## src/logic/clp_defines.svh

```systemverilog
`ifndef CLP_DEFINES_SVH
`define CLP_DEFINES_SVH
// timing
`define CLP_CLK_NS       50
`define CLP_CYCLE_NS     5000000
`define CLP_CYCLE_CYC    (`CLP_CYCLE_NS / `CLP_CLK_NS)
// reset ratio in percent, applied to the setting
`define CLP_RESET_PCT    7'h61
`define CLP_FULL_PCT     7'h64
// register byte offsets
`define CLP_CTRL_OFS     8'h00
`define CLP_LOW_OFS      8'h04
`define CLP_HIGH_OFS     8'h08
`define CLP_OVER_OFS     8'h0c
`define CLP_STATUS_OFS   8'h10
`define CLP_ISTAT_OFS    8'h14
`define CLP_IMASK_OFS    8'h18
// reset values, thresholds in hundredths of nominal current
`define CLP_CTRL_RST     1'h1
`define CLP_LOW_RST      12'h014
`define CLP_HIGH_RST     12'h078
`define CLP_OVER_RST     12'h0c8
// status field positions
`define CLP_ST_LOW_LSB   0
`define CLP_ST_HIGH_LSB  3
`define CLP_ST_OVER_LSB  6
`define CLP_ST_COND_LSB  9
`define CLP_ST_STATE_LSB 12
// interrupt event bits
`define CLP_EV_ACTIVE    0
`define CLP_EV_BLOCKED   1
`define CLP_EV_OVER      2
`define CLP_EV_HIGH      3
`define CLP_EV_W         4
`endif

```

## src/logic/clp_pkg.sv

```systemverilog
package clp_pkg;
  typedef logic [11:0] clp_thr_t;
  typedef logic [15:0] clp_mag_t;
  typedef enum logic [1:0] {
    CLP_IDLE    = 2'b00,
    CLP_ACTIVE  = 2'b01,
    CLP_BLOCKED = 2'b10
  } clp_state_t;
endpackage

```

## src/logic/clp_irq_if.sv

```systemverilog
`timescale 1ns/1ns
`include "clp_defines.svh"
interface clp_irq_if;
  logic [`CLP_EV_W-1:0] ev;
  logic                 clr_we;
  logic [`CLP_EV_W-1:0] clr_data;
  logic [`CLP_EV_W-1:0] mask;
  logic [`CLP_EV_W-1:0] stat;
  logic                 irq;
  modport src  (output ev, clr_we, clr_data, mask, input stat, irq);
  modport sink (input ev, clr_we, clr_data, mask, output stat, irq);
endinterface // clp_irq_if

```

## src/logic/clp_hyst_cmp.sv

```systemverilog
`timescale 1ns/1ns
`include "clp_defines.svh"
module clp_hyst_cmp (
  input  wire logic              sys_clk,
  input  wire logic              rst,
  input  wire logic              ce,
  input  wire logic              tick,
  input  wire clp_pkg::clp_mag_t mag,
  input  wire clp_pkg::clp_thr_t thr,
  output logic                   above_ff
);
  import clp_pkg::*;
  // scaled compare avoids a divider: mag*100 against thr*pct
  function automatic logic below_pct(input clp_mag_t m, input clp_thr_t t,
                                     input logic [6:0] pct);
    logic [22:0] lhs;
    logic [22:0] rhs;
    lhs = 23'(m) * 23'(`CLP_FULL_PCT);
    rhs = 23'(t) * 23'(pct);
    below_pct = lhs < rhs;
  endfunction

  logic pick;
  logic drop;
  assign pick = mag > 16'(thr);
  assign drop = below_pct(mag, thr, `CLP_RESET_PCT);

  always_ff @(posedge sys_clk) begin
    if (rst) begin
      above_ff <= 1'b0;
    end else if (ce && tick) begin
      if (above_ff && drop) begin
        above_ff <= 1'b0;
      end else if (!above_ff && pick) begin
        above_ff <= 1'b1;
      end
    end
  end
endmodule // clp_hyst_cmp

```

## src/logic/clp_irq.sv

```systemverilog
`timescale 1ns/1ns
`include "clp_defines.svh"
module clp_irq (
  input  wire logic sys_clk,
  input  wire logic rst,
  input  wire logic ce,
  clp_irq_if.sink   bus
);
  logic [`CLP_EV_W-1:0] stat_ff;
  logic                 irq_ff;

  // a new event wins over a clear in the same cycle
  always_ff @(posedge sys_clk) begin
    if (rst) begin
      stat_ff <= '0;
    end else if (ce) begin
      stat_ff <= (stat_ff & ~({`CLP_EV_W{bus.clr_we}} & bus.clr_data)) | bus.ev;
    end
  end

  always_ff @(posedge sys_clk) begin
    if (rst) begin
      irq_ff <= 1'b0;
    end else if (ce) begin
      irq_ff <= |(stat_ff & bus.mask);
    end
  end

  assign bus.stat = stat_ff;
  assign bus.irq  = irq_ff;
endmodule // clp_irq

```

## src/logic/clp_top.sv

```systemverilog
// Chosen here: the register offsets and the APB interface to the registers.
`timescale 1ns/1ns
`include "clp_defines.svh"
// What this block does
// - sample three phase magnitudes every 5 ms
// - each phase compared against every threshold
// - drop out below 97 % of setting
// - one threshold shared by all phases
// - each phase picks up independently
// - low condition needs all phases below low
// - high condition needs all phases above high
// - any phase over overcurrent drops pickup now
// - thresholds may change while running
// - unblocked pickup raises cold load active
// - blocked pickup raises blocked indication only
module clp_top #(
  parameter int CYCLE_CNT = `CLP_CYCLE_CYC
) (
  input  wire logic             sys_clk,
  input  wire logic             rst,
  input  wire logic             ce,
  input  wire logic             psel,
  input  wire logic             penable,
  input  wire logic             pwrite,
  input  wire logic [7:0]       paddr,
  input  wire logic [31:0]      pwdata,
  output logic [31:0]           prdata,
  output logic                  pready,
  output logic                  pslverr,
  input  wire clp_pkg::clp_mag_t phase_a_fundamental_magnitude,
  input  wire clp_pkg::clp_mag_t phase_b_fundamental_magnitude,
  input  wire clp_pkg::clp_mag_t phase_c_fundamental_magnitude,
  input  wire logic             block_in,
  input  wire logic             release_req,
  output logic                  cold_load_active,
  output logic                  cold_load_blocked,
  output logic                  low_all,
  output logic                  high_all,
  output logic                  over_any,
  output logic                  irq
);
  import clp_pkg::*;

  localparam int CW = $clog2(CYCLE_CNT);

  clp_irq_if irq_bus ();

  // register file
  logic                 ctrl_en_ff;
  clp_thr_t             low_current_threshold_ff;
  clp_thr_t             high_current_threshold_ff;
  clp_thr_t             overcurrent_threshold_ff;
  logic [`CLP_EV_W-1:0] imask_ff;
  logic [31:0]          prdata_ff;
  logic                 pready_ff;
  logic                 pslverr_ff;

  // cycle strobe and evaluation
  logic [CW-1:0]        cnt_ff;
  logic                 tick_ff;
  logic                 eval_ff;
  logic                 low_prev_ff;
  clp_state_t           state_ff;
  clp_state_t           nxt_state;
  logic                 active_ff;
  logic                 blocked_ff;
  logic                 low_all_ff;
  logic                 high_all_ff;
  logic                 over_any_ff;
  logic [`CLP_EV_W-1:0] ev;

  clp_mag_t             measured_magnitude [3];
  clp_thr_t             thr_sel [3];
  logic [2:0]           above_low;
  logic [2:0]           above_high;
  logic [2:0]           above_over;
  logic                 low_cond;
  logic                 high_cond;
  logic                 over_cond;
  logic                 pickup;
  logic                 wr_acc;
  logic                 rd_acc;
  logic                 addr_ok;
  logic [31:0]          status;

  assign measured_magnitude[0] = phase_a_fundamental_magnitude;
  assign measured_magnitude[1] = phase_b_fundamental_magnitude;
  assign measured_magnitude[2] = phase_c_fundamental_magnitude;
  assign thr_sel[0] = low_current_threshold_ff;
  assign thr_sel[1] = high_current_threshold_ff;
  assign thr_sel[2] = overcurrent_threshold_ff;

  // strobe generator; stopping it freezes every comparator and the state
  always_ff @(posedge sys_clk) begin
    if (rst) begin
      cnt_ff  <= '0;
      tick_ff <= 1'b0;
    end else if (ce) begin
      tick_ff <= 1'b0;
      if (!ctrl_en_ff) begin
        cnt_ff <= '0;
      end else if (cnt_ff == CW'(CYCLE_CNT - 1)) begin
        cnt_ff  <= '0;
        tick_ff <= 1'b1;
      end else begin
        cnt_ff <= cnt_ff + 1'b1;
      end
    end
  end

  // evaluation waits one cycle so every flag reflects the same sample set
  always_ff @(posedge sys_clk) begin
    if (rst) begin
      eval_ff <= 1'b0;
    end else if (ce) begin
      eval_ff <= tick_ff;
    end
  end

  genvar gp;
  genvar gs;
  generate
    for (gp = 0; gp < 3; gp++) begin : g_phase
      for (gs = 0; gs < 3; gs++) begin : g_set
        logic flag;
        clp_hyst_cmp u_cmp (
          .sys_clk  (sys_clk),
          .rst      (rst),
          .ce       (ce),
          .tick     (tick_ff),
          .mag      (measured_magnitude[gp]),
          .thr      (thr_sel[gs]),
          .above_ff (flag)
        );
      end
      assign above_low[gp]  = g_set[0].flag;
      assign above_high[gp] = g_set[1].flag;
      assign above_over[gp] = g_set[2].flag;
    end
  endgenerate

  assign low_cond  = ~|above_low;
  assign high_cond = &above_high;
  assign over_cond = |above_over;
  assign pickup    = low_cond && !low_prev_ff;

  always_ff @(posedge sys_clk) begin
    if (rst) begin
      low_all_ff  <= 1'b0;
      high_all_ff <= 1'b0;
      over_any_ff <= 1'b0;
      low_prev_ff <= 1'b0;
    end else if (ce && eval_ff) begin
      low_all_ff  <= low_cond;
      high_all_ff <= high_cond;
      over_any_ff <= over_cond;
      low_prev_ff <= low_cond;
    end
  end

  // a block arriving after activation resets the active output
  always_comb begin
    nxt_state = state_ff;
    case (state_ff)
      CLP_IDLE: begin
        if (pickup) begin
          nxt_state = block_in ? CLP_BLOCKED : CLP_ACTIVE;
        end
      end
      CLP_ACTIVE: begin
        if (over_cond || block_in || release_req) begin
          nxt_state = CLP_IDLE;
        end
      end
      CLP_BLOCKED: begin
        if (!low_cond) begin
          nxt_state = CLP_IDLE;
        end
      end
      default: nxt_state = CLP_IDLE;
    endcase
  end

  always_ff @(posedge sys_clk) begin
    if (rst) begin
      state_ff   <= CLP_IDLE;
      active_ff  <= 1'b0;
      blocked_ff <= 1'b0;
    end else if (ce && eval_ff) begin
      state_ff   <= nxt_state;
      active_ff  <= nxt_state == CLP_ACTIVE;
      blocked_ff <= nxt_state == CLP_BLOCKED;
    end
  end

  always_comb begin
    ev = '0;
    if (eval_ff) begin
      ev[`CLP_EV_ACTIVE]  = state_ff == CLP_IDLE && nxt_state == CLP_ACTIVE;
      ev[`CLP_EV_BLOCKED] = state_ff == CLP_IDLE && nxt_state == CLP_BLOCKED;
      ev[`CLP_EV_OVER]    = state_ff == CLP_ACTIVE && over_cond;
      ev[`CLP_EV_HIGH]    = high_cond && !high_all_ff;
    end
  end

  // apb slave: no wait states, data and error registered with pready
  assign wr_acc = psel && penable && pready_ff && pwrite;
  assign rd_acc = psel && !penable && !pwrite;
  assign addr_ok = paddr == `CLP_CTRL_OFS || paddr == `CLP_LOW_OFS ||
                   paddr == `CLP_HIGH_OFS || paddr == `CLP_OVER_OFS ||
                   paddr == `CLP_STATUS_OFS || paddr == `CLP_ISTAT_OFS ||
                   paddr == `CLP_IMASK_OFS;
  assign status = {16'h0000, blocked_ff, active_ff, state_ff, over_any_ff,
                   high_all_ff, low_all_ff, above_over, above_high, above_low};

  always_ff @(posedge sys_clk) begin
    if (rst) begin
      pready_ff  <= 1'b0;
      pslverr_ff <= 1'b0;
    end else if (ce) begin
      pready_ff  <= psel && !penable;
      pslverr_ff <= psel && !penable && !addr_ok;
    end
  end

  always_ff @(posedge sys_clk) begin
    if (rst) begin
      prdata_ff <= '0;
    end else if (ce && rd_acc) begin
      if (paddr == `CLP_CTRL_OFS) begin
        prdata_ff <= {31'h0, ctrl_en_ff};
      end else if (paddr == `CLP_LOW_OFS) begin
        prdata_ff <= {20'h0, low_current_threshold_ff};
      end else if (paddr == `CLP_HIGH_OFS) begin
        prdata_ff <= {20'h0, high_current_threshold_ff};
      end else if (paddr == `CLP_OVER_OFS) begin
        prdata_ff <= {20'h0, overcurrent_threshold_ff};
      end else if (paddr == `CLP_STATUS_OFS) begin
        prdata_ff <= status;
      end else if (paddr == `CLP_ISTAT_OFS) begin
        prdata_ff <= {28'h0, irq_bus.stat};
      end else if (paddr == `CLP_IMASK_OFS) begin
        prdata_ff <= {28'h0, imask_ff};
      end else begin
        prdata_ff <= '0;
      end
    end
  end

  // new settings apply from the next strobe, no stop needed
  always_ff @(posedge sys_clk) begin
    if (rst) begin
      ctrl_en_ff                <= `CLP_CTRL_RST;
      low_current_threshold_ff  <= `CLP_LOW_RST;
      high_current_threshold_ff <= `CLP_HIGH_RST;
      overcurrent_threshold_ff  <= `CLP_OVER_RST;
      imask_ff                  <= '0;
    end else if (ce && wr_acc) begin
      if (paddr == `CLP_CTRL_OFS) begin
        ctrl_en_ff <= pwdata[0];
      end else if (paddr == `CLP_LOW_OFS) begin
        low_current_threshold_ff <= pwdata[11:0];
      end else if (paddr == `CLP_HIGH_OFS) begin
        high_current_threshold_ff <= pwdata[11:0];
      end else if (paddr == `CLP_OVER_OFS) begin
        overcurrent_threshold_ff <= pwdata[11:0];
      end else if (paddr == `CLP_IMASK_OFS) begin
        imask_ff <= pwdata[`CLP_EV_W-1:0];
      end
    end
  end

  assign irq_bus.ev       = ev;
  assign irq_bus.clr_we   = wr_acc && paddr == `CLP_ISTAT_OFS;
  assign irq_bus.clr_data = pwdata[`CLP_EV_W-1:0];
  assign irq_bus.mask     = imask_ff;

  clp_irq u_irq (
    .sys_clk (sys_clk),
    .rst     (rst),
    .ce      (ce),
    .bus     (irq_bus)
  );

  assign prdata            = prdata_ff;
  assign pready            = pready_ff;
  assign pslverr           = pslverr_ff;
  assign cold_load_active  = active_ff;
  assign cold_load_blocked = blocked_ff;
  assign low_all           = low_all_ff;
  assign high_all          = high_all_ff;
  assign over_any          = over_any_ff;
  assign irq               = irq_bus.irq;

  int cyc_last;
  assign cyc_last = CYCLE_CNT - 1;
endmodule // clp_top

```

## config.mk

```make
export PLATFORM = sky130hd
export DESIGN_NAME = clp_top
export DESIGN_NICKNAME = d
export VERILOG_FILES = /design/src/logic/clp_pkg.sv /design/src/logic/clp_irq_if.sv /design/src/logic/clp_hyst_cmp.sv /design/src/logic/clp_irq.sv /design/src/logic/clp_top.sv
export VERILOG_INCLUDE_DIRS = /design/src /design/src/logic
export SDC_FILE = /design/constraint.sdc
export NUM_CORES = 1
export LEC_CHECK = 0
export ABC_AREA = 1
export BUFFER_PORTS_ARGS = -buffer_cell sky130_fd_sc_hd__buf_2
export CAP_MARGIN = 20
export CORE_ASPECT_RATIO = 0.8
export CORE_UTILIZATION = 50
export DETAILED_ROUTE_END_ITERATION = 8
export HOLD_SLACK_MARGIN = 0.06
export PLACE_DENSITY_LB_ADDON = 0.05
export REMOVE_ABC_BUFFERS = 1
export SYNTH_ARGS = -nofsm -noshare
export SYNTH_HDL_FRONTEND = slang
export SYNTH_HIERARCHICAL = 1
export SYNTH_SLANG_ARGS = --single-unit
```

## constraint.sdc

```tcl
create_clock -name sys_clk -period 4 [get_ports sys_clk]
set_input_delay 0.6 -clock sys_clk [delete_from_list [all_inputs] [get_ports sys_clk]]
set_output_delay 0.6 -clock sys_clk [all_outputs]
set_load 0.005 [all_outputs]
```

Word-level counts from Yosys, hierarchy flattened:

Index checks and enable logic that the tools add are counted.

* memories: 0
* bits in writable memories: 0
* input port bits: 96
* bits in registers: 115
* word-level logic and storage cells: 194
* bits in read-only memories: 0
* bits in latches: 0

* bitwise logic cells: 9
* multipliers: 6
* divide/modulo/power cells: 0
* muxes and demuxes: 35
* eq/ne operators: 11
* add/subtract/negate cells: 1
* reductions and logical operators: 86
* order comparisons: 18
* shift-type cells: 0

Operators with widths (number)
* $lt A23 B19 Y1: 9
* $gt A16 B12 Y1: 9
* $mux W16: 5
* $mul A16 B5 Y21 const B: 3
* $mul A12 B7 Y19 const B: 3
* $logic_and A1 B1 Y1: 34
* $mux W17: 2
* $eq A8 B5 Y1 const B: 3
* $mux W1: 20
* $reduce_and A2 Y1: 10
* $reduce_bool A2 Y1: 9
* $add A17 B1 Y17 const B: 1
* $eq A17 B17 Y1 const B: 1
* $eq A8 B4 Y1 const B: 2
* $logic_not A1 Y1: 15
* $and A4 B4 Y4: 3
* $mux W4: 3
* $eq A8 B3 Y1 const B: 1
* $logic_not A8 Y1: 1
* $logic_or A1 B1 Y1: 8
* $mux W2: 4
* $pmux W2 S3: 1
* $reduce_and A3 Y1: 2
* $reduce_and A6 Y1: 1
* other kinds (10): 16

Logic depth before layout (Yosys ltp):

* word-level depth: 9
* mapped depth: 24

Hierarchy:

Netlist, hierarchy kept.

By module, submodules not included
* clp_hyst_cmp (g_phase[0].g_set[0].u_cmp ...): area an instance 3699.8 um^2, sequential area each 20.0 um^2, instances 4, cells each 512
* clp_hyst_cmp (g_phase[2].g_set[1].u_cmp ...): area an instance 3737.3 um^2, sequential area each 20.0 um^2, instances 2, cells each 516
* clp_top: area an instance 4217.8 um^2, sequential area each 1701.6 um^2, instances 1, cells each 584
* clp_hyst_cmp (g_phase[1].g_set[2].u_cmp): area an instance 3762.4 um^2, sequential area each 20.0 um^2, instances 1, cells each 529
* clp_hyst_cmp (g_phase[1].g_set[1].u_cmp): area an instance 3716.1 um^2, sequential area each 20.0 um^2, instances 1, cells each 516
* clp_hyst_cmp (g_phase[2].g_set[0].u_cmp): area an instance 3716.1 um^2, sequential area each 20.0 um^2, instances 1, cells each 515
* clp_irq: area an instance 220.2 um^2, sequential area each 100.1 um^2, instances 1, cells each 31

Worst setup path after synthesis:

Ideal clock, no wire load.

* kind: register to register
* start point: register high_current_threshold_ff[6]
* end point: register g_phase[1].g_set[1].u_cmp.above_ff
* slack: -92 ps
* stages on the path, launching flop included: 25
* arrival: 3980 ps
* path buffers: 0
* cells stage by stage: dfxtp_1 ha_1 ha_1 ha_1 inv_1 fa_1 inv_1 ha_1 a21oi_1 o21ai_1 a21oi_2 o21ai_1 a21oi_1 inv_1 nand2_1 nand2_1 ha_1 a21oi_1 nor2_1 nor4_1 nand2_1 nor2_1 nand3_1 nor2_1 nor2_1

* word-level cells in the longest chain between the ends: 5
* elaborated cells between the ends (all ways): 8
* classes of those cells: mul (1); order compare (2); mux (1); reduce/logical (4)

Ends and longest elaborated chain
* start: declaration: line clp_top.sv:51 `clp_thr_t high_current_threshold_ff;`
* start signal: assignment: line clp_top.sv:255 `` high_current_threshold_ff <= `CLP_HIGH_RST; ``
* start signal: assignment: line clp_top.sv:264 `high_current_threshold_ff <= pwdata[11:0];`
* $mul A12 B7 Y19: line clp_hyst_cmp.sv:19 `rhs = 23'(t) * 23'(pct);`
* $lt A23 B19 Y1: line clp_hyst_cmp.sv:20 `below_pct = lhs < rhs;`
* $logic_and A1 B1 Y1: line clp_hyst_cmp.sv:32 `if (above_ff && drop) begin`
* $reduce_bool A2 Y1 (no source line)
* $reduce_and A2 Y1 (no source line)
* end signal: assignment: line clp_hyst_cmp.sv:30 `above_ff <= 1'b0;`
* end signal: assignment: line clp_hyst_cmp.sv:33 `above_ff <= 1'b0;`
* end signal: assignment: line clp_hyst_cmp.sv:35 `above_ff <= 1'b1;`
* end: declaration: line clp_hyst_cmp.sv:10 `output logic above_ff`

Several ways; a longest one is shown, not always the timed one.
A chain may end at the register's enable or synchronous reset.

Worst setup path after layout:

* start point: register high_current_threshold_ff[6]
* end point: register g_phase[2].g_set[1].u_cmp.above_ff

* word-level cells in the longest chain between the ends: 5
* elaborated cells between the ends (all ways): 8
* classes of those cells: mul (1); order compare (2); mux (1); reduce/logical (4)

Ends and longest elaborated chain (line)
* $mul A12 B7 Y19: clp_hyst_cmp.sv:19
* $lt A23 B19 Y1: clp_hyst_cmp.sv:20
* $logic_and A1 B1 Y1: clp_hyst_cmp.sv:32
* $reduce_bool A2 Y1 (no source line)
* $reduce_and A2 Y1 (no source line)
* end signal: assignment: clp_hyst_cmp.sv:30
* end signal: assignment: clp_hyst_cmp.sv:33
* end signal: assignment: clp_hyst_cmp.sv:35
* end: declaration: clp_hyst_cmp.sv:10

Several ways; a longest one is shown, not always the timed one.

==> reports/qor.yml <==
initial_core_util: 0.510
slew_headroom: 0.254
clockRootBuffer: "clkbuf_16"
crit_path_max_fanout: 4
p_leak_nw: 27.6
clkTransAtPathRegs_ns: 0.11
grt_overflow_total: 0
power_density_nw_per_um2: 220
status: "finished, violations left"
whs_ns: 0.466
tightest_slew_ns: 1.12
rsz0062_at_grt: "true"
worstPathRequired_ns: 4.32
maxCapViolations: 0
synth_edf_count: 0
syn_area_per_cell_um2: 7.21
yosysTopAreaCell: "ha_1"
multi_input_area_um2: 35400
ys_seq_area_frac: 0.0523
regArea_um2: 2040
cts.sinks: 99
setup_slack_ns: -0.00938
pre_cts_slack_ns: -0.407
first_iter_violations: 1976
clock_latency_ns: 0.41
htreeDepth: 3
synthArstFlopShare: 0
final_max_slew_viol_count: 0
finalHoldViolations: 0
critPathKind: "reg2reg"
endpoint_kind: "flop"
layout-drive-gt1-share: 0.244
gr-usage-all-layers: 0.281
grt_max_degree: 51
vias: 36274
ys_warn_count: 6
fin_util: 0.662
gp_congestion: 0.919
io_buffers: 99
hp-class: "reg2reg"
critPathLaunchType: "flop"
cts_buffers: 9
setup_violations: 2
critPathMaxStageDelay_ns: 0.38
layout_min_cycle_time_ns: 4.01
finalNetCount: 7561
ir_drop_mv: 0.263
clk_path_buf_depth: 2
yosysUniqueCellTypes: 53
critPathArrivalTime_ns: 4.33
areaGrowthSynthToFinish_pct: 29.8
cts_hold_buf: 0
drc_errors: 0
cts_tree: "yes"
netlist_area_um2: 37900
core_area_um2: 74400
crit_chain: "buf_6, buf_4, ha_1, ha_1, ha_1, ha_1, ha_4, nand2_1, nor2_1, nand3_1, nand4_1, xor2_2, ha_4, a21oi_2, nand3_1, a31oi_1, nand2_1, nor2_1, nand3_1, nor2_1, nor2_1"
yosysMostFrequentCell: "ha_1"
synth.area.top_cells: "ha_1 42%, nand2_1 11%, inv_1 10%, fa_1 7.1%, a21oi_1 5.3%"
die_area_um2: 76900
fin_skew_ns: 0.0373
grt_pass1_vias: 34075
synth-main-ff-cell: "dfxtp_1"
synthCells: 5255
grt_pass1_wl_um: 172000
place_hpwl_um: 90800
ioPinCount: 136
die_height_um: 248
first_pass_iters: 8
fill_cells: 6630
ys_ff_latch: 99
n_antenna_cell: 0
fmax_mhz: 249
vias_per_cell: 5.13
routedWlPerCell_um: 15.8
min_period_over_period: 1.00
final.setup.tns_ns: -0.0178
violations: "setup timing"
total_power_mw: 10.8
die_w_um: 310
antenna_left: 0
synth_common_cells: "1261 x ha_1, 1107 x nand2_1, 1024 x inv_1"
cpMaxStageDelayCell: "dfxtp_4"
num_rows: 89
antenna_found_initial: 1
yosysTopAreaCellShare: 0.416
drt-total-wl_um: 112000
[state kept, by name, summed over array words and instances (netlist names), 2 cells and up]
| name | flops |
|---|---|
| g_phase.g_set.u_cmp/above_ff | 9 |
| cnt_ff | 17 |
| prdata | 16 |
| low_current_threshold_ff | 12 |
| u_irq/bus.stat | 4 |
| high_current_threshold_ff | 12 |
| imask_ff | 4 |
| state_ff | 2 |
| overcurrent_threshold_ff | 12 |
[per-stage QoR]
stage / instances / instance area, um2
finish: 7075 / 49200
global placement: 7017 / 44800
detailed placement: 7017 / 44800
CTS: 7055 / 46600
global route: 7075 / 49200
floorplan: 5231 / 37700
[final cells by class]
class / count / area share
Timing Repair Buffer: 827 / 0.129
Clock buffer: 9 / 0.00458
Tap cell: 1001 / 0.0254
Multi-Input combinational cell: 4094 / 0.718
Clock inverter: 7 / 0.00191
Sequential cell: 99 / 0.0415
Inverter: 1038 / 0.0793
[what timing repair did]
action,4_1_cts,5_1_grt
setup buffers,22,20
resized for setup,237,411
pin swaps,163,262
gates cloned,0,1
endpoints found under the setup margin,9,9
[cell usage in the layout, fill, tap and decap left out, drive strengths merged, types with 5 or more instances in the layout]
master,n
ha,1261
nor3,56
nand4,64
o2111ai,5
buf,819
and2,5
xnor2,104
o211ai,9
a21oi,422
o21ai,147
dfxtp,99
a31oi,41
nor4,8
nand2,1147
and3,17
nand3,214
clkbuf,17
inv,1042
nor2,279
fa,135
conb,16
xor2,105
o21a,13
o21bai,23
nand3b,10
[path summary, 6_finish.rpt]
check / startpoint / endpoint / slack, ns / cells after the start
max: high_current_threshold_ff[6] / g_phase[2].g_set[1].u_cmp/above_ff / -0.009 / 21
min: prdata[12] / prdata[12] / 0.47 / 2
max reg2reg: high_current_threshold_ff[6] / g_phase[2].g_set[1].u_cmp/above_ff / -0.009 / 21
min reg2reg: prdata[12] / prdata[12] / 0.47 / 2
[power by group]
group | switching, mW | internal, mW | total (mW)
Combinational | 4.69 | 4.11 | 8.79
Clock | 0.584 | 0.462 | 1.05
Sequential | 0.00678 | 0.982 | 0.989
Total | 5.28 | 5.55 | 10.8
[layer usage]
metal / track usage / vias to the layer above / part of all wire
li1: - / 18820 / -
met1: 0.391 / 16641 / 0.48
met2: 0.467 / 696 / 0.45
met3: 0.0256 / 117 / 0.042
met4: 0.0616 / 0 / 0.024
met5: 0 / - / 0
[cells by family (layout without fill, tap and decap cells)]
group | after synthesis | in the layout | share of synthesized area
compound gates | 671 | 671 | 0.0978
fa+ha+maj | 1396 | 1396 | 0.488
flops | 99 | 99 | 0.0523
other cells | 1 | 16 | 0.0000989
xor+xnor | 209 | 209 | 0.0483
buf+inv | 1077 | 1881 | 0.111
simple gates | 1802 | 1802 | 0.203
[critical path: cells and delay by family, from the launching register on]
family | cells | cell delay, ns
buffers and inverters | 2 | 0.30
and+or+nand+nor | 10 | 0.93
adders and majority gates | 6 | 1.79
DFF | 1 | 0.38
AOI/OAI and AO/OA | 2 | 0.27
xor gates and xnor gates | 1 | 0.25
Note: power is estimated with default switching activity, not from simulation.
